$ cat src/rtl/uoe_pkg.sv
package uoe_pkg;
	// ****************************************
	// Register addresses
	// ****************************************
	localparam logic [7:0] UOE_IDX_CTRL_LOW = 8'h14;
	localparam logic [7:0] UOE_IDX_CTRL_HIGH = 8'h15;
	localparam logic [7:0] UOE_IDX_COUNT_LOW = 8'h16;
	localparam logic [7:0] UOE_IDX_COUNT_HIGH = 8'h17;
	localparam logic [7:0] UOE_SFR_ENERGY = 8'hb2;
	localparam logic [7:0] UOE_SFR_CONFIG = 8'hb5;
	localparam logic [7:0] UOE_SFR_ADDR_PORT = 8'h96;
	localparam logic [7:0] UOE_SFR_DATA_PORT = 8'h97;
	// ****************************************
	// Field positions
	// ****************************************
	localparam int UOE_BIT_OUT_PACKET_READY = 0;
	localparam int UOE_BIT_FULL = 1;
	localparam int UOE_BIT_OVR = 2;
	localparam int UOE_BIT_ERR = 3;
	localparam int UOE_BIT_ISO = 6;
	localparam int UOE_BIT_DBL = 7;
	localparam int UOE_BIT_SENSE_EN = 7;
	localparam int UOE_BIT_IRQ_EN = 6;
	localparam int UOE_BIT_EVENT = 5;
	localparam logic [2:0] UOE_CLKSEL_RESET = 3'h7;
	localparam int UOE_COUNT_W = 10;
	typedef enum logic [2:0] {
		UOE_CLK_HF = 3'b000,
		UOE_CLK_HF_DIV8 = 3'b001,
		UOE_CLK_EXT_DIV1 = 3'b010,
		UOE_CLK_EXT_DIV2 = 3'b011,
		UOE_CLK_EXT_DIV3 = 3'b100,
		UOE_CLK_EXT_DIV4 = 3'b101,
		UOE_CLK_LF = 3'b110,
		UOE_CLK_OFF = 3'b111
	} uoe_clksel_t;
	// Packet receive report from the serial engine
	typedef struct packed {
		logic done;
		logic crc_err;
		logic stuff_err;
		logic [UOE_COUNT_W-1:0] count;
	} uoe_rx_pkt_t;
	typedef struct packed {
		logic [7:0] addr;
		logic [7:0] rdata;
		logic out_packet_ready;
		logic err;
		logic ovr;
		logic dbl;
		logic iso;
		logic [1:0] pkts;
		logic fifo_full;
		logic [UOE_COUNT_W-1:0] count;
		logic sense_en;
		logic irq_en;
		logic event_flag;
		logic [2:0] clksel;
		logic [3:0] src_en;
		logic [2:0] div_cnt;
		logic usb_tick;
		logic irq;
		logic [1:0] sense_sync;
		logic sense_prev;
	} uoe_state_t;
endpackage

$ cat src/rtl/uoe_top.sv
`timescale 1ns/100ps
// Summary of operation
// - In isochronous mode a received packet with CRC or bit-stuff error sets the error flag.
// - The error flag clears when software clears out_packet_ready and matters only in iso mode.
// - Control-high bit 7 enables double buffering of the receive endpoint.
// - Control-high bit 6 selects isochronous (1) or bulk/interrupt (0) transfers.
// - Count-low reports the lower eight bits of the last received packet length.
// - Count-high bits 1:0 report the upper two bits of that length, other bits zero.
// - Endpoint registers are reached by address port then data port.
// - Configuration bit 6 lets bus-power events raise the interrupt.
// - Clock select 0 picks high-frequency oscillator one, 1 picks it divided by eight.
// - Clock select 2 to 5 pick the external oscillator divided by 1 to 4.
// - Clock select 6 picks the low-frequency oscillator, 7 (reset) turns the clock off.
module uoe_top
	import uoe_pkg::*;
(
	input wire logic i_clock,
	input wire logic i_reset_n,
	input wire logic i_sfr_wr,
	input wire logic i_sfr_rd,
	input wire logic [7:0] i_sfr_addr,
	input wire logic [7:0] i_sfr_wdata,
	input wire uoe_rx_pkt_t i_rx_pkt,
	input wire logic i_bus_power_pin,
	input wire logic i_irq_ctrl_enable,
	input wire logic i_low_energy_active,
	output logic [7:0] o_sfr_rdata,
	output logic o_irq,
	output logic o_rx_fifo_full,
	output logic o_usb_tick,
	output logic [3:0] o_usb_clk_source
);
	uoe_state_t s_q;
	uoe_state_t s_d;
	logic full;
	logic sense_rise;
	logic [7:0] ctrl_low;
	logic [2:0] div_max;

	// ****************************************
	// Functions
	// ****************************************
	// Two slots with double buffering, otherwise one
	function automatic logic fifo_is_full(input logic dbl, input logic [1:0] pkts);
		return dbl ? (pkts == 2'd2) : (pkts != 2'd0);
	endfunction

	// ****************************************
	// Combinational next state
	// ****************************************
	always_comb
	begin
		s_d = s_q;
		full = fifo_is_full(s_q.dbl, s_q.pkts);
		ctrl_low = 8'h00;
		ctrl_low[UOE_BIT_OUT_PACKET_READY] = s_q.out_packet_ready;
		ctrl_low[UOE_BIT_FULL] = full;
		ctrl_low[UOE_BIT_OVR] = s_q.ovr;
		ctrl_low[UOE_BIT_ERR] = s_q.err;
		// Pin passes two flops; first stage read only by the second
		s_d.sense_sync = {s_q.sense_sync[0], i_bus_power_pin};
		s_d.sense_prev = s_q.sense_sync[1];
		sense_rise = s_q.sense_en && s_q.sense_sync[1] && !s_q.sense_prev;

		// ****************************************
		// Software writes: address port, data port, configuration
		// ****************************************
		if (i_sfr_wr)
		begin
			unique case (i_sfr_addr)
				// Index holds, so repeated data-port accesses hit one register
				UOE_SFR_ADDR_PORT: s_d.addr = i_sfr_wdata;
				UOE_SFR_DATA_PORT:
				begin
					if (s_q.addr == UOE_IDX_CTRL_HIGH)
					begin
						s_d.dbl = i_sfr_wdata[UOE_BIT_DBL];
						s_d.iso = i_sfr_wdata[UOE_BIT_ISO];
					end
					else if (s_q.addr == UOE_IDX_CTRL_LOW)
					begin
						if (s_q.out_packet_ready && !i_sfr_wdata[UOE_BIT_OUT_PACKET_READY])
						begin
							// A second waiting packet is ready at once
							s_d.out_packet_ready = (s_q.pkts == 2'd2);
							s_d.err = 1'b0;
							if (s_q.pkts != 2'd0)
								s_d.pkts = s_q.pkts - 2'd1;
						end
						if (!i_sfr_wdata[UOE_BIT_OVR])
							s_d.ovr = 1'b0;
					end
				end
				UOE_SFR_CONFIG:
				begin
					s_d.sense_en = i_sfr_wdata[UOE_BIT_SENSE_EN];
					s_d.irq_en = i_sfr_wdata[UOE_BIT_IRQ_EN];
					if (!i_sfr_wdata[UOE_BIT_EVENT])
						s_d.event_flag = 1'b0;
					s_d.clksel = i_sfr_wdata[2:0];
				end
				default: ;
			endcase
		end

		// ****************************************
		// Hardware events after software so that a set wins over a clear
		// ****************************************
		if (i_rx_pkt.done)
		begin
			if (full)
			begin
				// Bulk packets are refused by handshake, so only iso loses data
				if (s_q.iso)
					s_d.ovr = 1'b1;
			end
			else
			begin
				s_d.pkts = s_d.pkts + 2'd1;
				s_d.out_packet_ready = 1'b1;
				s_d.count = i_rx_pkt.count;
				if (s_q.iso && (i_rx_pkt.crc_err || i_rx_pkt.stuff_err))
					s_d.err = 1'b1;
			end
		end
		if (sense_rise)
			s_d.event_flag = 1'b1;
		s_d.irq = s_d.event_flag && s_d.irq_en && i_irq_ctrl_enable;
		s_d.fifo_full = fifo_is_full(s_d.dbl, s_d.pkts);

		// ****************************************
		// Clock source choice and divider enable
		// ****************************************
		unique case (uoe_clksel_t'(s_q.clksel))
			UOE_CLK_HF: s_d.src_en = 4'b0001;
			UOE_CLK_HF_DIV8: s_d.src_en = 4'b0001;
			UOE_CLK_EXT_DIV1, UOE_CLK_EXT_DIV2,
			UOE_CLK_EXT_DIV3, UOE_CLK_EXT_DIV4: s_d.src_en = 4'b0010;
			UOE_CLK_LF: s_d.src_en = 4'b0100;
			UOE_CLK_OFF: s_d.src_en = 4'b0000;
		endcase
		unique case (uoe_clksel_t'(s_q.clksel))
			UOE_CLK_HF_DIV8: div_max = 3'd7;
			UOE_CLK_EXT_DIV2: div_max = 3'd1;
			UOE_CLK_EXT_DIV3: div_max = 3'd2;
			UOE_CLK_EXT_DIV4: div_max = 3'd3;
			UOE_CLK_HF, UOE_CLK_EXT_DIV1,
			UOE_CLK_LF, UOE_CLK_OFF: div_max = 3'd0;
		endcase
		// Tick stands in for the divided USB clock as an enable
		if (s_q.clksel == UOE_CLKSEL_RESET)
		begin
			s_d.div_cnt = 3'd0;
			s_d.usb_tick = 1'b0;
		end
		else if (s_q.div_cnt >= div_max)
		begin
			s_d.div_cnt = 3'd0;
			s_d.usb_tick = 1'b1;
		end
		else
		begin
			s_d.div_cnt = s_q.div_cnt + 3'd1;
			s_d.usb_tick = 1'b0;
		end

		// ****************************************
		// Read data, registered one cycle after the strobe
		// ****************************************
		s_d.rdata = 8'h00;
		if (i_sfr_rd)
		begin
			unique case (i_sfr_addr)
				UOE_SFR_ADDR_PORT: s_d.rdata = s_q.addr;
				UOE_SFR_DATA_PORT:
				begin
					unique case (s_q.addr)
						UOE_IDX_CTRL_LOW: s_d.rdata = ctrl_low;
						UOE_IDX_CTRL_HIGH: s_d.rdata = {s_q.dbl, s_q.iso, 6'h00};
						UOE_IDX_COUNT_LOW: s_d.rdata = s_q.count[7:0];
						UOE_IDX_COUNT_HIGH: s_d.rdata = {6'h00, s_q.count[9:8]};
						default: s_d.rdata = 8'h00;
					endcase
				end
				UOE_SFR_CONFIG:
					s_d.rdata = {s_q.sense_en, s_q.irq_en, s_q.event_flag, 2'b00, s_q.clksel};
				UOE_SFR_ENERGY: s_d.rdata = {i_low_energy_active, 7'h00};
				default: s_d.rdata = 8'h00;
			endcase
		end
	end

	// ****************************************
	// State register
	// ****************************************
	always_ff @(posedge i_clock or negedge i_reset_n)
	begin
		if (!i_reset_n)
		begin
			s_q <= '0;
			// USB clock stays off until software picks a source
			s_q.clksel <= UOE_CLKSEL_RESET;
		end
		else
			s_q <= s_d;
	end

	// ****************************************
	// Outputs, each straight from the state register
	// ****************************************
	assign o_sfr_rdata = s_q.rdata;
	assign o_irq = s_q.irq;
	assign o_rx_fifo_full = s_q.fifo_full;
	assign o_usb_tick = s_q.usb_tick;
	assign o_usb_clk_source = s_q.src_en;
endmodule

$ cat config.mk
export PLATFORM = sky130hd
export DESIGN_NAME = uoe_top
export DESIGN_NICKNAME = d
export VERILOG_FILES = /design/src/rtl/uoe_pkg.sv /design/src/rtl/uoe_top.sv
export SDC_FILE = /design/constraint.sdc
export NUM_CORES = 1
export LEC_CHECK = 0
export BUFFER_PORTS_ARGS = -buffer_cell sky130_fd_sc_hd__buf_4
export CAP_MARGIN = 15
export CORE_UTILIZATION = 28
export DETAILED_ROUTE_END_ITERATION = 7
export SYNTH_ARGS = -nofsm -noshare
export SYNTH_HDL_FRONTEND = slang
export SYNTH_SLANG_ARGS = --single-unit
$ cat constraint.sdc
create_clock -name i_clock -period 3.3 [get_ports i_clock]
set_input_delay 0.66 -clock i_clock [delete_from_list [all_inputs] [get_ports i_clock]]
set_output_delay 0.66 -clock i_clock [all_outputs]
set_load 0.03 [all_outputs]
After elaboration in Yosys (flattened, before gate mapping)
Memory sizes are Yosys's and may differ from the RTL's. A register that Yosys moved wholly into a read port is not among the register bits.
Index checks and enable logic that the tools add are counted.
{ "totals": {"ramBits": 0, "latchBits": 0, "input_bits": 36, "output_inout_bits": 15, "mem_count": 2, "reg_bits": 52, "romBits": 48} }
{ "mem_list": {"columns": ["memory", "depth", "width", "rd", "rd_ports_with_merged_regs", "wr", "line_no", "source"], "rows": [
  ["(name not given)", 8, 3, 1, 1, 0, "uoe_top.sv:134", "unique case (uoe_clksel_t'(s_q.clksel))"],
  ["(name not given)", 8, 3, 1, 0, 0, "uoe_top.sv:142", "unique case (uoe_clksel_t'(s_q.clksel))"]
]} }
{ "classes": {"addsub": 3, "n_shift": 0, "mul": 0, "muxes": 29, "bitwise_logic": 1, "eq_ne": 11, "div": 0, "magnitude_cmp": 1, "n_reduce_logical": 16} }
{ "ops": {"columns": ["operator", "count"], "rows": [
  ["case mux 8 bit (4 select lines)", 2],
  ["equality test 8 x 5 -> 1 bit, second input constant", 4],
  ["equality test 8 bit, second input constant", 4],
  ["two-way mux 2 bit", 9],
  ["two-way mux 7 bit", 2],
  ["two-way mux 5 bit", 2],
  ["two-way mux 3 bit", 3],
  ["two-way mux 1 bit", 8],
  ["two-way mux 4 bit", 2],
  ["two-way mux 8 bit", 1],
  ["logical AND 1 bit", 6],
  ["AND reduction 2 bit", 3],
  ["equality test 2 bit, second input constant", 2],
  ["nonzero test 2 bit", 2],
  ["adder 3 x 1 -> 3 bit, second input constant", 1],
  ["equality test 3 bit, second input constant", 1],
  [">= comparator 3 bit", 1],
  ["zero test 1 bit", 3],
  ["AND reduction 3 bit", 1],
  ["adder 2 x 1 -> 2 bit, second input constant", 1],
  ["subtractor 2 x 1 -> 2 bit, second input constant", 1],
  ["logical OR 1 bit", 1],
  ["inverter 1 bit", 1]
]} }

Depth between registers and ports, before layout
Gate-level depths: netlist of the first run.
{ "logic_depth": {"word_depth": 12, "mapped_depth": 7, "mapped_depth_nobuf": 7} }

Least setup slack after synthesis of the first run
No wires, ideal clock.
{ "synth_path": {"path_kind": "input-to-reg", "startpoint": "input i_sfr_addr[6]", "endpoint": "register s_q (netlist bit o_irq)", "required_ps": 3180, "t_arrival_ps": 1927, "setup_time_ps": 120, "path_stages": 5, "setup_slack_ps": 1253, "cell_sequence": "nand4bb_1 -> or3_1 -> clkbuf_1 -> mux2_4 -> and3_1"} }
{ "synth_lines": {"columns": ["element", "line_no", "source"], "rows": [
  ["start, declared", "uoe_top.sv:21", "input wire logic [7:0] i_sfr_addr,"],
  ["end, declared", "uoe_top.sv:33", "uoe_state_t s_q;"]
]} }

==> out/results.ini, run 1 <==
[synth]
synth_edf_count=0
syn_area_um2=2500
synth_cell_types=50
ys_ff_latch=51
synth_area_leaders=dfrtp_1, mux2_2, buf_4, dfstp_2, nand2_1
synth_nets=262
yosysWarnings=0
netlist_instances=221
synth_top_area_share_pct=48.1
syn_avg_cell_area_um2=11.3
ys_seq_area_share_pct=51.3
synth_largest_area_cell=dfrtp_1
synth_flop_cell=dfrtp_1
synth-async-reset-ratio_pct=100

[worst_setup_path]
cp.arrival_ns=2.26
worstSetupStartpointType=input pin
reg2regPathDepth=5
cp.required_ns=3.51
crit_chain=buf_4 -> nand4bb_1 -> nor4_4 -> a31oi_1 -> o21a_1 -> a22oi_1
slowest_stage=nor4_4
path_max_fanout=8
slowest_delay_ns=0.55
critPathKind=in2reg
end_kind=flop

[power]
ir_drop_mv=0.192
power_density_nw_per_um2=472
leakagePower_nw=1.38

[cells_and_area]
fill_cells=901
multiInputGateArea_um2=1080
finalNetCount=300
drive_gt1_share_pct=34.6
ff_latch_area_um2=1280
diodes=0
area_growth_pct=20.0
mostFrequentLayoutCells=buf_4, dfrtp_1, mux2_2, nand2_1, nand3_1
mostFrequentLayoutCell=buf_4
stdcell_count=368

[clock_network]
cts_inserted_buffers=5
cts.htree.levels=2
holdBufCountCts=0
cts_setup_buffers=0
path_clk_slew_ns=0.09
clock-sinks=51
cts_tree=yes
post_cts_resized=0
cts_root_buffer=clkbuf_8
insertion_delay_ns=0.30
clockBufferDepth=2

[hold_path]
hold_class=reg2reg
hold_depth=0

[grt]
grt_max_degree=52
grt_pass1_wl_um=8800
grt_pass1_vias=1822
grt.overflow.total=0
track_usage_pct=12.5
antenna_found_initial=0

[sta]
setup_viol=0
finalSetupTns_ns=0
skew_ns=0.00731
period_share_pct=62.1
hold_viol=0
max-slew-margin-rel_pct=58.3
max_freq_mhz=488
finalMaxSlewViolations=0
rsz0062_at_grt=no
min_period_ns=2.05
whs_ns=0.364
tightest_slew_ns=0.626

[die]
rows=34
fp.dieW_um=96.4
die_area_um2=9300
dieHeight_um=96.4
core-area_um2=8680
io_pins=51
initial_utilization_pct=28.8

[placed_design]
place_inst=360
dp_hpwl_um=4230
port_buffers=49
gp_congestion=0.836

[routing]
routed_wl_um=5540
drtAntennaViolNets=0
drtPass1Iterations=4
routedWlPerCell_um=15.1
remaining_drc_errors=0
drtIter0Drc=87
via_per_inst=4.91
vias=1806

[run_status]
status=finished, final reports clean

[job]
maxCapViolCount=0

-- Yosys cell counts (3+ instances only) --
library cell  instances
a21oi_1               8
a22oi_1               5
and3_1                3
buf_4                12
clkbuf_1              4
dfrtp_1              48
dfstp_2               3
ha_1                  5
inv_1                 6
mux2_2               25
nand2_1              19
nand2b_1              4
nand3_1              12
nor2_1                8
nor2b_1               6
o21ai_0               8
-- report_power, final --
part / switching, mW / total (mW) / leakage [nW] / internal, mW
registers: 0.0423 / 0.723 / 0.662 / 0.681
logic: 0.125 / 0.258 / 0.662 / 0.133
clock network: 0.208 / 0.434 / 0.0581 / 0.226
total: 0.375 / 1.42 / 1.38 / 1.04
-- flip-flops by register name, indices dropped and copies added, names as in the netlist --
| register | cells |
|---|---|
| o_sfr_rdata | 8 |
| ctrl_low | 3 |
| o_usb_clk_source | 3 |
| o_irq | 1 |
| s_q | 32 |
| o_usb_tick | 1 |
| s_d | 2 |
| o_rx_fifo_full | 1 |
-- logic make-up after synthesis --
group	count (synthesis)	share of synthesized area, %
flops	51	51.3
buf+inv	24	5.51
xor+xnor	2	0.702
other cells	1	0.150
mux	27	12.3
fa+ha+maj	5	2.51
compound gates	38	10.3
simple gates	73	17.2
-- worst paths after layout --
kind	slack, ns	endpoint	start
worst max-delay path	1.25	o_rx_fifo_full	i_sfr_addr[6]
worst min-delay path	0.36	s_d[0]	s_d[2]
worst max register to register	1.31	o_rx_fifo_full	s_q[50]
worst min register to register	0.36	s_d[0]	s_d[2]
max in group asynchronous	2.51	s_d[2]	i_reset_n
min in group asynchronous	0.37	ctrl_low[0]	i_reset_n
-- final cells by class --
cell class              instances  area share, %
well taps                     108           4.51
flip-flops and latches         51           42.7
clock buffers                   5           2.30
clock inverters                 3           1.46
repair buffers                 49           12.3
inverters                       6          0.752
multi-input cells             146           36.0
-- critical path: cells and delay by family --
family                 cells  cell delay (ns)
AO/OA/AOI/OAI              3             0.63
AND/OR/NAND/NOR            2             0.86
buffers and inverters      1             0.11
-- metrics by stage --
stage | cell area, µm² | power (mW) | util, % | worst slack [ns]
2_1_floorplan | 2500 | 0.898 | - | 1.25
3_3_place_gp | 2880 | 0.988 | 33.2 | 0.927
3_5_place_dp | 2880 | 0.997 | 33.2 | 0.918
4_1_cts | 3000 | 1.44 | 34.5 | 1.22
5_1_grt | 3000 | 1.49 | 34.5 | 1.13
6_report | 3000 | 1.42 | 34.5 | 1.25
-- per-layer routing --
metal | share of wire (%) | track usage [%] | vias up
met5 | 0 | 0 | -
met4 | 1.7 | 3.80 | 0
met3 | 6.3 | 2.82 | 10
met2 | 44 | 19.6 | 60
met1 | 48 | 17.2 | 876
li1 | - | - | 860
(Power assumes the default switching activity.)
==> run 2, diff against run 1 <==
--- a/config.mk
+++ b/config.mk
@@ -5,6 +5,7 @@
 export SDC_FILE = /design/constraint.sdc
 export NUM_CORES = 1
 export LEC_CHECK = 0
+export ABC_AREA = 1
 export BUFFER_PORTS_ARGS = -buffer_cell sky130_fd_sc_hd__buf_4
 export CAP_MARGIN = 15
 export CORE_UTILIZATION = 28
==> constraint.sdc (replaced) <==
create_clock -name i_clock -period 1.9 [get_ports i_clock]
set_input_delay 0.38 -clock i_clock [delete_from_list [all_inputs] [get_ports i_clock]]
set_output_delay 0.38 -clock i_clock [all_outputs]
set_load 0.03 [all_outputs]
==> run 2 against run 1 <==
  * Non-clock buffer count grew 3
  * Worst hold slack lost 0.28 ns
  * Final area grew 3.1%
  * Utilization grew 0.91 points
  * Sequential power grew 87%
  * Sequential share of layout area shrank 1.3 points
  * Setup slack lost 1.1 ns
  * Global-route usage grew 0.13 points
  * Clock skew shrank 0.0027 ns
  * Synthesized cell count grew 39%
  * Critical endpoint is now s_q[7]
==> out/results.ini, run 2 <==
[routing]
drtAntennaViolNets=0  ; unchanged
vias=2041  ; was 1806
remaining_drc_errors=0  ; unchanged
via_per_inst=4.43  ; was 4.91
drtIter0Drc=101  ; was 87
routed_wl_um=5600  ; was 5540 µm
drtPass1Iterations=4  ; unchanged
routedWlPerCell_um=12.2  ; was 15.1 µm

[cells_and_area]
diodes=0  ; unchanged
finalNetCount=393  ; was 300
largest_reg_flops=32  ; unchanged
drive_gt1_share_pct=23.5  ; was 34.6%
mostFrequentLayoutCells=nand2_1, buf_4, dfrtp_1, inv_1, o21ai_0  ; was buf_4, dfrtp_1, mux2_2, nand2_1, nand3_1
stdcell_count=461  ; was 368
mostFrequentLayoutCell=nand2_1  ; was buf_4
top_register=s_q  ; unchanged
area_growth_pct=22.1  ; was 20.0%

[clock_network]
insertion_delay_ns=0.30  ; about the same
path_clk_slew_ns=0.09  ; about the same
clock-sinks=51  ; unchanged
cts_root_buffer=clkbuf_8  ; unchanged
cts_tree=yes  ; unchanged
cts_inserted_buffers=5  ; unchanged
holdBufCountCts=0  ; unchanged
clockBufferDepth=2  ; unchanged
cts.htree.levels=2  ; unchanged

[job]
maxCapViolCount=0  ; unchanged

[worst_setup_path]
reg2reg_slack_ns=0.20  ; was 1.31 ns
reg2regPathDepth=10  ; was 5
r2r_end=s_q[7]  ; was o_rx_fifo_full
end_kind=flop  ; unchanged
critPathKind=reg2reg  ; was in2reg
worstSetupStartpointType=flop  ; was input pin
path_max_fanout=3  ; was 8
cp.required_ns=2.14  ; was 3.51 ns
r2r-start=s_q[12]  ; was s_q[50]
cp.arrival_ns=1.94  ; was 2.26 ns
setup.worst_path.start=s_q[12]  ; was i_sfr_addr[6]

[sta]
max_freq_mhz=588
max-slew-margin-rel_pct=57.0  ; was 58.3%
min_period_ns=1.70
setup_viol=0  ; unchanged
period_share_pct=89.5
hold_viol=0  ; unchanged
tightest_slew_ns=0.646  ; was 0.626 ns
finalMaxSlewViolations=0  ; unchanged
rsz0062_at_grt=no  ; unchanged
finalSetupTns_ns=0  ; unchanged
skew_ns=0.00460  ; was 0.00731 ns
timing.final.ws_setup_ns=0.200  ; was 1.25 ns

[die]
die_area_um2=9420  ; was 9300 µm²
rows=34  ; unchanged
dieHeight_um=97.1  ; was 96.4 µm
io_pins=51  ; unchanged
fp.dieW_um=97.1  ; was 96.4 µm
initial_utilization_pct=29.0  ; was 28.8%
core-area_um2=8720  ; was 8680 µm²

[synth]
synth_largest_area_cell=dfrtp_1  ; unchanged
ys_seq_area_share_pct=50.6  ; was 51.3%
synth_area_leaders=dfrtp_1, nand2_1, inv_1, o21ai_0, buf_4  ; was dfrtp_1, mux2_2, buf_4, dfstp_2, nand2_1
synth_top_area_share_pct=47.5  ; was 48.1%
synth_cell_types=33  ; was 50
syn_avg_cell_area_um2=8.24  ; was 11.3 µm²
synth_nets=348  ; was 262
synth-async-reset-ratio_pct=100  ; unchanged
synth_flop_cell=dfrtp_1  ; unchanged
ys_ff_latch=51  ; unchanged
yosysWarnings=0  ; unchanged
yosysMostFrequentCell=nand2_1  ; was dfrtp_1
syn_area_um2=2530  ; was 2500 µm²
synth_edf_count=0  ; unchanged
synth_top_cells_by_count=nand2_1, dfrtp_1, inv_1  ; was dfrtp_1, mux2_2, nand2_1
netlist_instances=307  ; was 221

[power]
power_density_nw_per_um2=905  ; was 472 nW/µm²
leakagePower_nw=1.63  ; was 1.38 nW
total_power_mw=2.80  ; was 1.42 mW
ir_drop_mv=0.310  ; was 0.192 mV

[placed_design]
port_buffers=49  ; unchanged
place_inst=452  ; was 360
gp_congestion=0.792  ; was 0.836
dp_hpwl_um=4390  ; was 4230 µm
place_ws_ns=0.154  ; was 0.918 ns

[grt]
antenna_found_initial=0  ; unchanged
track_usage_pct=12.6  ; was 12.5%
grt_pass1_wl_um=9630  ; was 8800 µm
grt_pass1_vias=2058  ; was 1822
grt.overflow.total=0  ; unchanged
grt_max_degree=52  ; unchanged

[hold_path]
hold_class=in2async  ; was reg2reg

[run_status]
status=finished, final reports clean  ; unchanged

==> run 2: worst max-delay path, stage by stage, from the launching register on <==
cell,delay (ns)
dfstp_2,0.56
inv_1,0.07
a21oi_1,0.13
ha_1,0.24
nor2_1,0.10
inv_1,0.04
a21oi_1,0.12
inv_1,0.06
a21oi_2,0.13
nand2_1,0.09
nor2_1,0.10
==> run 2: what timing repair did <==
action,4_1_cts,5_1_grt
setup buffers,0,1
resized for setup,0,1
endpoints found under the setup margin,0,3
==> run 2: how the worst max path moves through the flow <==
stage / end / cells past startpoint
3_3_place_gp: o_irq / 9
4_1_cts: s_q[7] / 10
5_1_grt: o_rx_fifo_full / 10
3_5_place_dp: s_q[7] / 10
2_1_floorplan: s_q[5] / 10
6_report: s_q[7] / 10
==> run 2: kinds of logic (layout without fill, tap and decap cells) <==
group,count (synthesis),in the layout,synth area share (%)
compound gates,41,41,9.00
xor+xnor,1,1,0.346
fa+ha+maj,5,5,2.47
buf+inv,65,111,11.7
flops,51,51,50.6
mux,3,3,1.33
other cells,1,1,0.148
simple gates,140,140,24.4
==> run 2: layout make-up <==
type	count	area [µm²]
Clock buffer	6	72.6
Clock inverter	2	60.1
Fill cell	886	5630
Inverter	51	194
Multi-Input combinational cell	191	958
Sequential cell	51	1280
Tap cell	108	135
Timing Repair Buffer	52	390
==> run 2: power breakdown <==
group          switching, mW  total [mW]  internal, mW
Combinational          0.363       0.570         0.207
Sequential            0.0979        1.35          1.25
Clock                  0.356       0.882         0.526
==> run 2: stage by stage <==
stage / util [%] / instance area (µm²) / hold WS (ns)
detailed placement: 33.8 / 2950 / 0.340
floorplan: - / 2530 / 0.0844
CTS: 35.3 / 3080 / 0.120
finish: 35.4 / 3090 / 0.0876
global route: 35.4 / 3090 / 0.148
global placement: 33.8 / 2950 / 0.336
==> run 2: metal layers <==
metal	up-vias	track usage [%]	routed length, µm
met5	-	0	0
met4	0	3.67	67
met3	6	2.37	203
met2	36	20.2	2630
met1	957	17.5	2700
li1	1042	-	-
==> run 3, diff against run 2 <==
--- a/config.mk
+++ b/config.mk
@@ -6,7 +6,7 @@
 export NUM_CORES = 1
 export LEC_CHECK = 0
 export ABC_AREA = 1
-export BUFFER_PORTS_ARGS = -buffer_cell sky130_fd_sc_hd__buf_4
+export BUFFER_PORTS_ARGS = -buffer_cell sky130_fd_sc_hd__clkbuf_2
 export CAP_MARGIN = 15
 export CORE_UTILIZATION = 28
 export DETAILED_ROUTE_END_ITERATION = 7
==> run 3 against run 2 <==
  * Utilization shrank 1.0 points
  * Final area shrank 2.9%
  * Routed wire length shrank 0.71%
  * Die area is the same
  * Maximum frequency grew 2.5%
  * Global-route usage grew 0.18 points
  * Worst hold slack gained 0.081 ns
  * Combinational power shrank 3%
  * Highest routed layer unchanged
==> out/results.ini, run 3 (synthesized netlist as in run 2, its figures left out) <==
[placed_design]
place_inst=455  ; was 452
dp_hpwl_um=4480  ; was 4390 µm
port_buffers=49  ; unchanged
gp_congestion=0.767  ; was 0.792

[die]
fp.dieW_um=97.1  ; unchanged
die_area_um2=9420  ; unchanged
core-area_um2=8720  ; unchanged
dieHeight_um=97.1  ; unchanged
initial_utilization_pct=29.0  ; unchanged
rows=34  ; unchanged
io_pins=51  ; unchanged

[cells_and_area]
stdcell_count=465  ; was 461
top_register=s_q  ; unchanged
drive_gt1_share_pct=24.4  ; was 23.5%
mostFrequentLayoutCell=nand2_1  ; unchanged
mostFrequentLayoutCells=nand2_1, clkbuf_2, dfrtp_1, inv_1, o21ai_0  ; was nand2_1, buf_4, dfrtp_1, inv_1, o21ai_0
finalNetCount=397  ; was 393
diodes=0  ; unchanged
area_growth_pct=18.6  ; was 22.1%
largest_reg_flops=32  ; unchanged

[sta]
min_period_ns=1.66  ; was 1.70 ns
max_freq_mhz=603  ; was 588 MHz
setup_viol=0  ; unchanged
hold_viol=0  ; unchanged
skew_ns=0.00588  ; was 0.00460 ns
finalMaxSlewViolations=0  ; unchanged
finalSetupTns_ns=0  ; unchanged
rsz0062_at_grt=no  ; unchanged
period_share_pct=87.3  ; was 89.5%

[worst_setup_path]
crit_path_frequent_cell=inv_1  ; unchanged
cp.arrival_ns=1.91  ; was 1.94 ns
critPathKind=reg2reg  ; unchanged
end_kind=flop  ; unchanged
cp.required_ns=2.15  ; was 2.14 ns
crit_chain=inv_1 -> a21oi_1 -> ha_1 -> nor2_1 -> inv_1 -> a21oi_1 -> inv_1 -> a21oi_2 -> nand2_1 -> nor2_1  ; unchanged
slowest_delay_ns=0.55  ; was 0.56 ns
reg2reg_slack_ns=0.24  ; was 0.20 ns
slowest_stage=dfstp_2  ; unchanged
path_max_fanout=3  ; unchanged
worstSetupStartpointType=flop  ; unchanged

[routing]
routed_wl_um=5560  ; was 5600 µm
drtIter0Drc=139  ; was 101
via_per_inst=4.41  ; was 4.43
drtPass1Iterations=4  ; unchanged
drtAntennaViolNets=0  ; unchanged
routedWlPerCell_um=12.0  ; was 12.2 µm
remaining_drc_errors=0  ; unchanged
vias=2050  ; was 2041

[job]
maxCapViolCount=0  ; unchanged

[clock_network]
insertion_delay_ns=0.31  ; was 0.30 ns
cts_tree=yes  ; unchanged
clock-sinks=51  ; unchanged
clockBufferDepth=2  ; unchanged
cts_root_buffer=clkbuf_8  ; unchanged
cts.htree.levels=2  ; unchanged
cts_inserted_buffers=5  ; unchanged
path_clk_slew_ns=0.10  ; was 0.09 ns

[grt]
grt_pass1_vias=2027  ; was 2058
track_usage_pct=12.8  ; was 12.6%
grt.overflow.total=0  ; unchanged
grt_max_degree=28  ; was 52
grt_pass1_wl_um=9580  ; was 9630 µm
antenna_found_initial=0  ; unchanged

[run_status]
status=finished, final reports clean  ; unchanged

[power]
power_density_nw_per_um2=902  ; was 905 nW/µm²
ir_drop_mv=0.345  ; was 0.310 mV
leakagePower_nw=1.62  ; was 1.63 nW

[hold_path]
hold_class=in2reg  ; was in2async

-- run 3: cell count changes in the layout (fill, tap and decap cells not counted) --
| cell | change |
|---|---|
| buf_12 | +1 |
| buf_4 | -47 |
| bufinv_16 | -1 |
| clkbuf_1 | -1 |
| clkbuf_2 | +49 |
| clkbuf_8 | +1 |
| dlygate4sd3_1 | +1 |
| inv_6 | +1 |
-- run 3: report_power, final --
group	leakage, nW	internal, mW	switching [mW]	total [mW]
combinational	0.941	0.190	0.363	0.553
clock	0.0618	0.434	0.376	0.810
sequential	0.615	1.25	0.0974	1.35
-- run 3: per-stage QoR --
step                      total power, mW  util (%)  hold slack (ns)  setup slack, ns  instance area [µm²]
final                                2.71      34.4            0.168            0.242                 3000
after floorplan                      1.73         -           0.0844            0.313                 2530
after global placement               1.91      32.8            0.319            0.209                 2860
after global routing                 2.89      34.4            0.163          0.00592                 3000
after detailed placement             1.93      32.8            0.319            0.177                 2860
after CTS                            2.74      34.3            0.164            0.162                 2990
-- run 3: timing repair --
item                       4_1_cts  5_1_grt
gates resized for setup          0        1
setup buffers                    0        1
hold endpoints to repair         9        0
setup endpoints to repair        0        4
hold buffers                     1        0
-- run 3: worst paths after layout --
kind                                  from  endpoint  cells past startpoint
max                                s_q[12]    s_q[5]                     10
min                        i_bus_power_pin    s_d[2]                      1
max reg2reg                        s_q[12]    s_q[5]                     10
min reg2reg                         s_d[2]    s_d[0]                      0
max in group asynchronous        i_reset_n   s_q[23]                      3
min in group asynchronous        i_reset_n    s_q[7]                      2
-- run 3: area by class of cell --
type / count / area, µm²
fillers: 876 / 5720
multi-input cells: 191 / 958
clock inverters: 2 / 38.8
well taps: 108 / 135
flip-flops and latches: 51 / 1280
repair buffers: 56 / 313
clock buffers: 6 / 82.6
inverters: 51 / 194
-- run 3: routing by layer --
metal,vias up,track usage (%),part of all wire [%]
met5,-,0,0
met4,0,4.13,1.6
li1,1050,-,-
met1,962,17.1,47
met3,5,3.09,4.3
met2,33,20.4,47
-- run 3: critical path, delay by kind of cell (launching register included) --
family	cells	cell delay (ns)
AOI/OAI and AO/OA	3	0.35
adders and majority gates	1	0.24
and+or+nand+nor	3	0.29
buffers and inverters	3	0.17
DFF	1	0.55
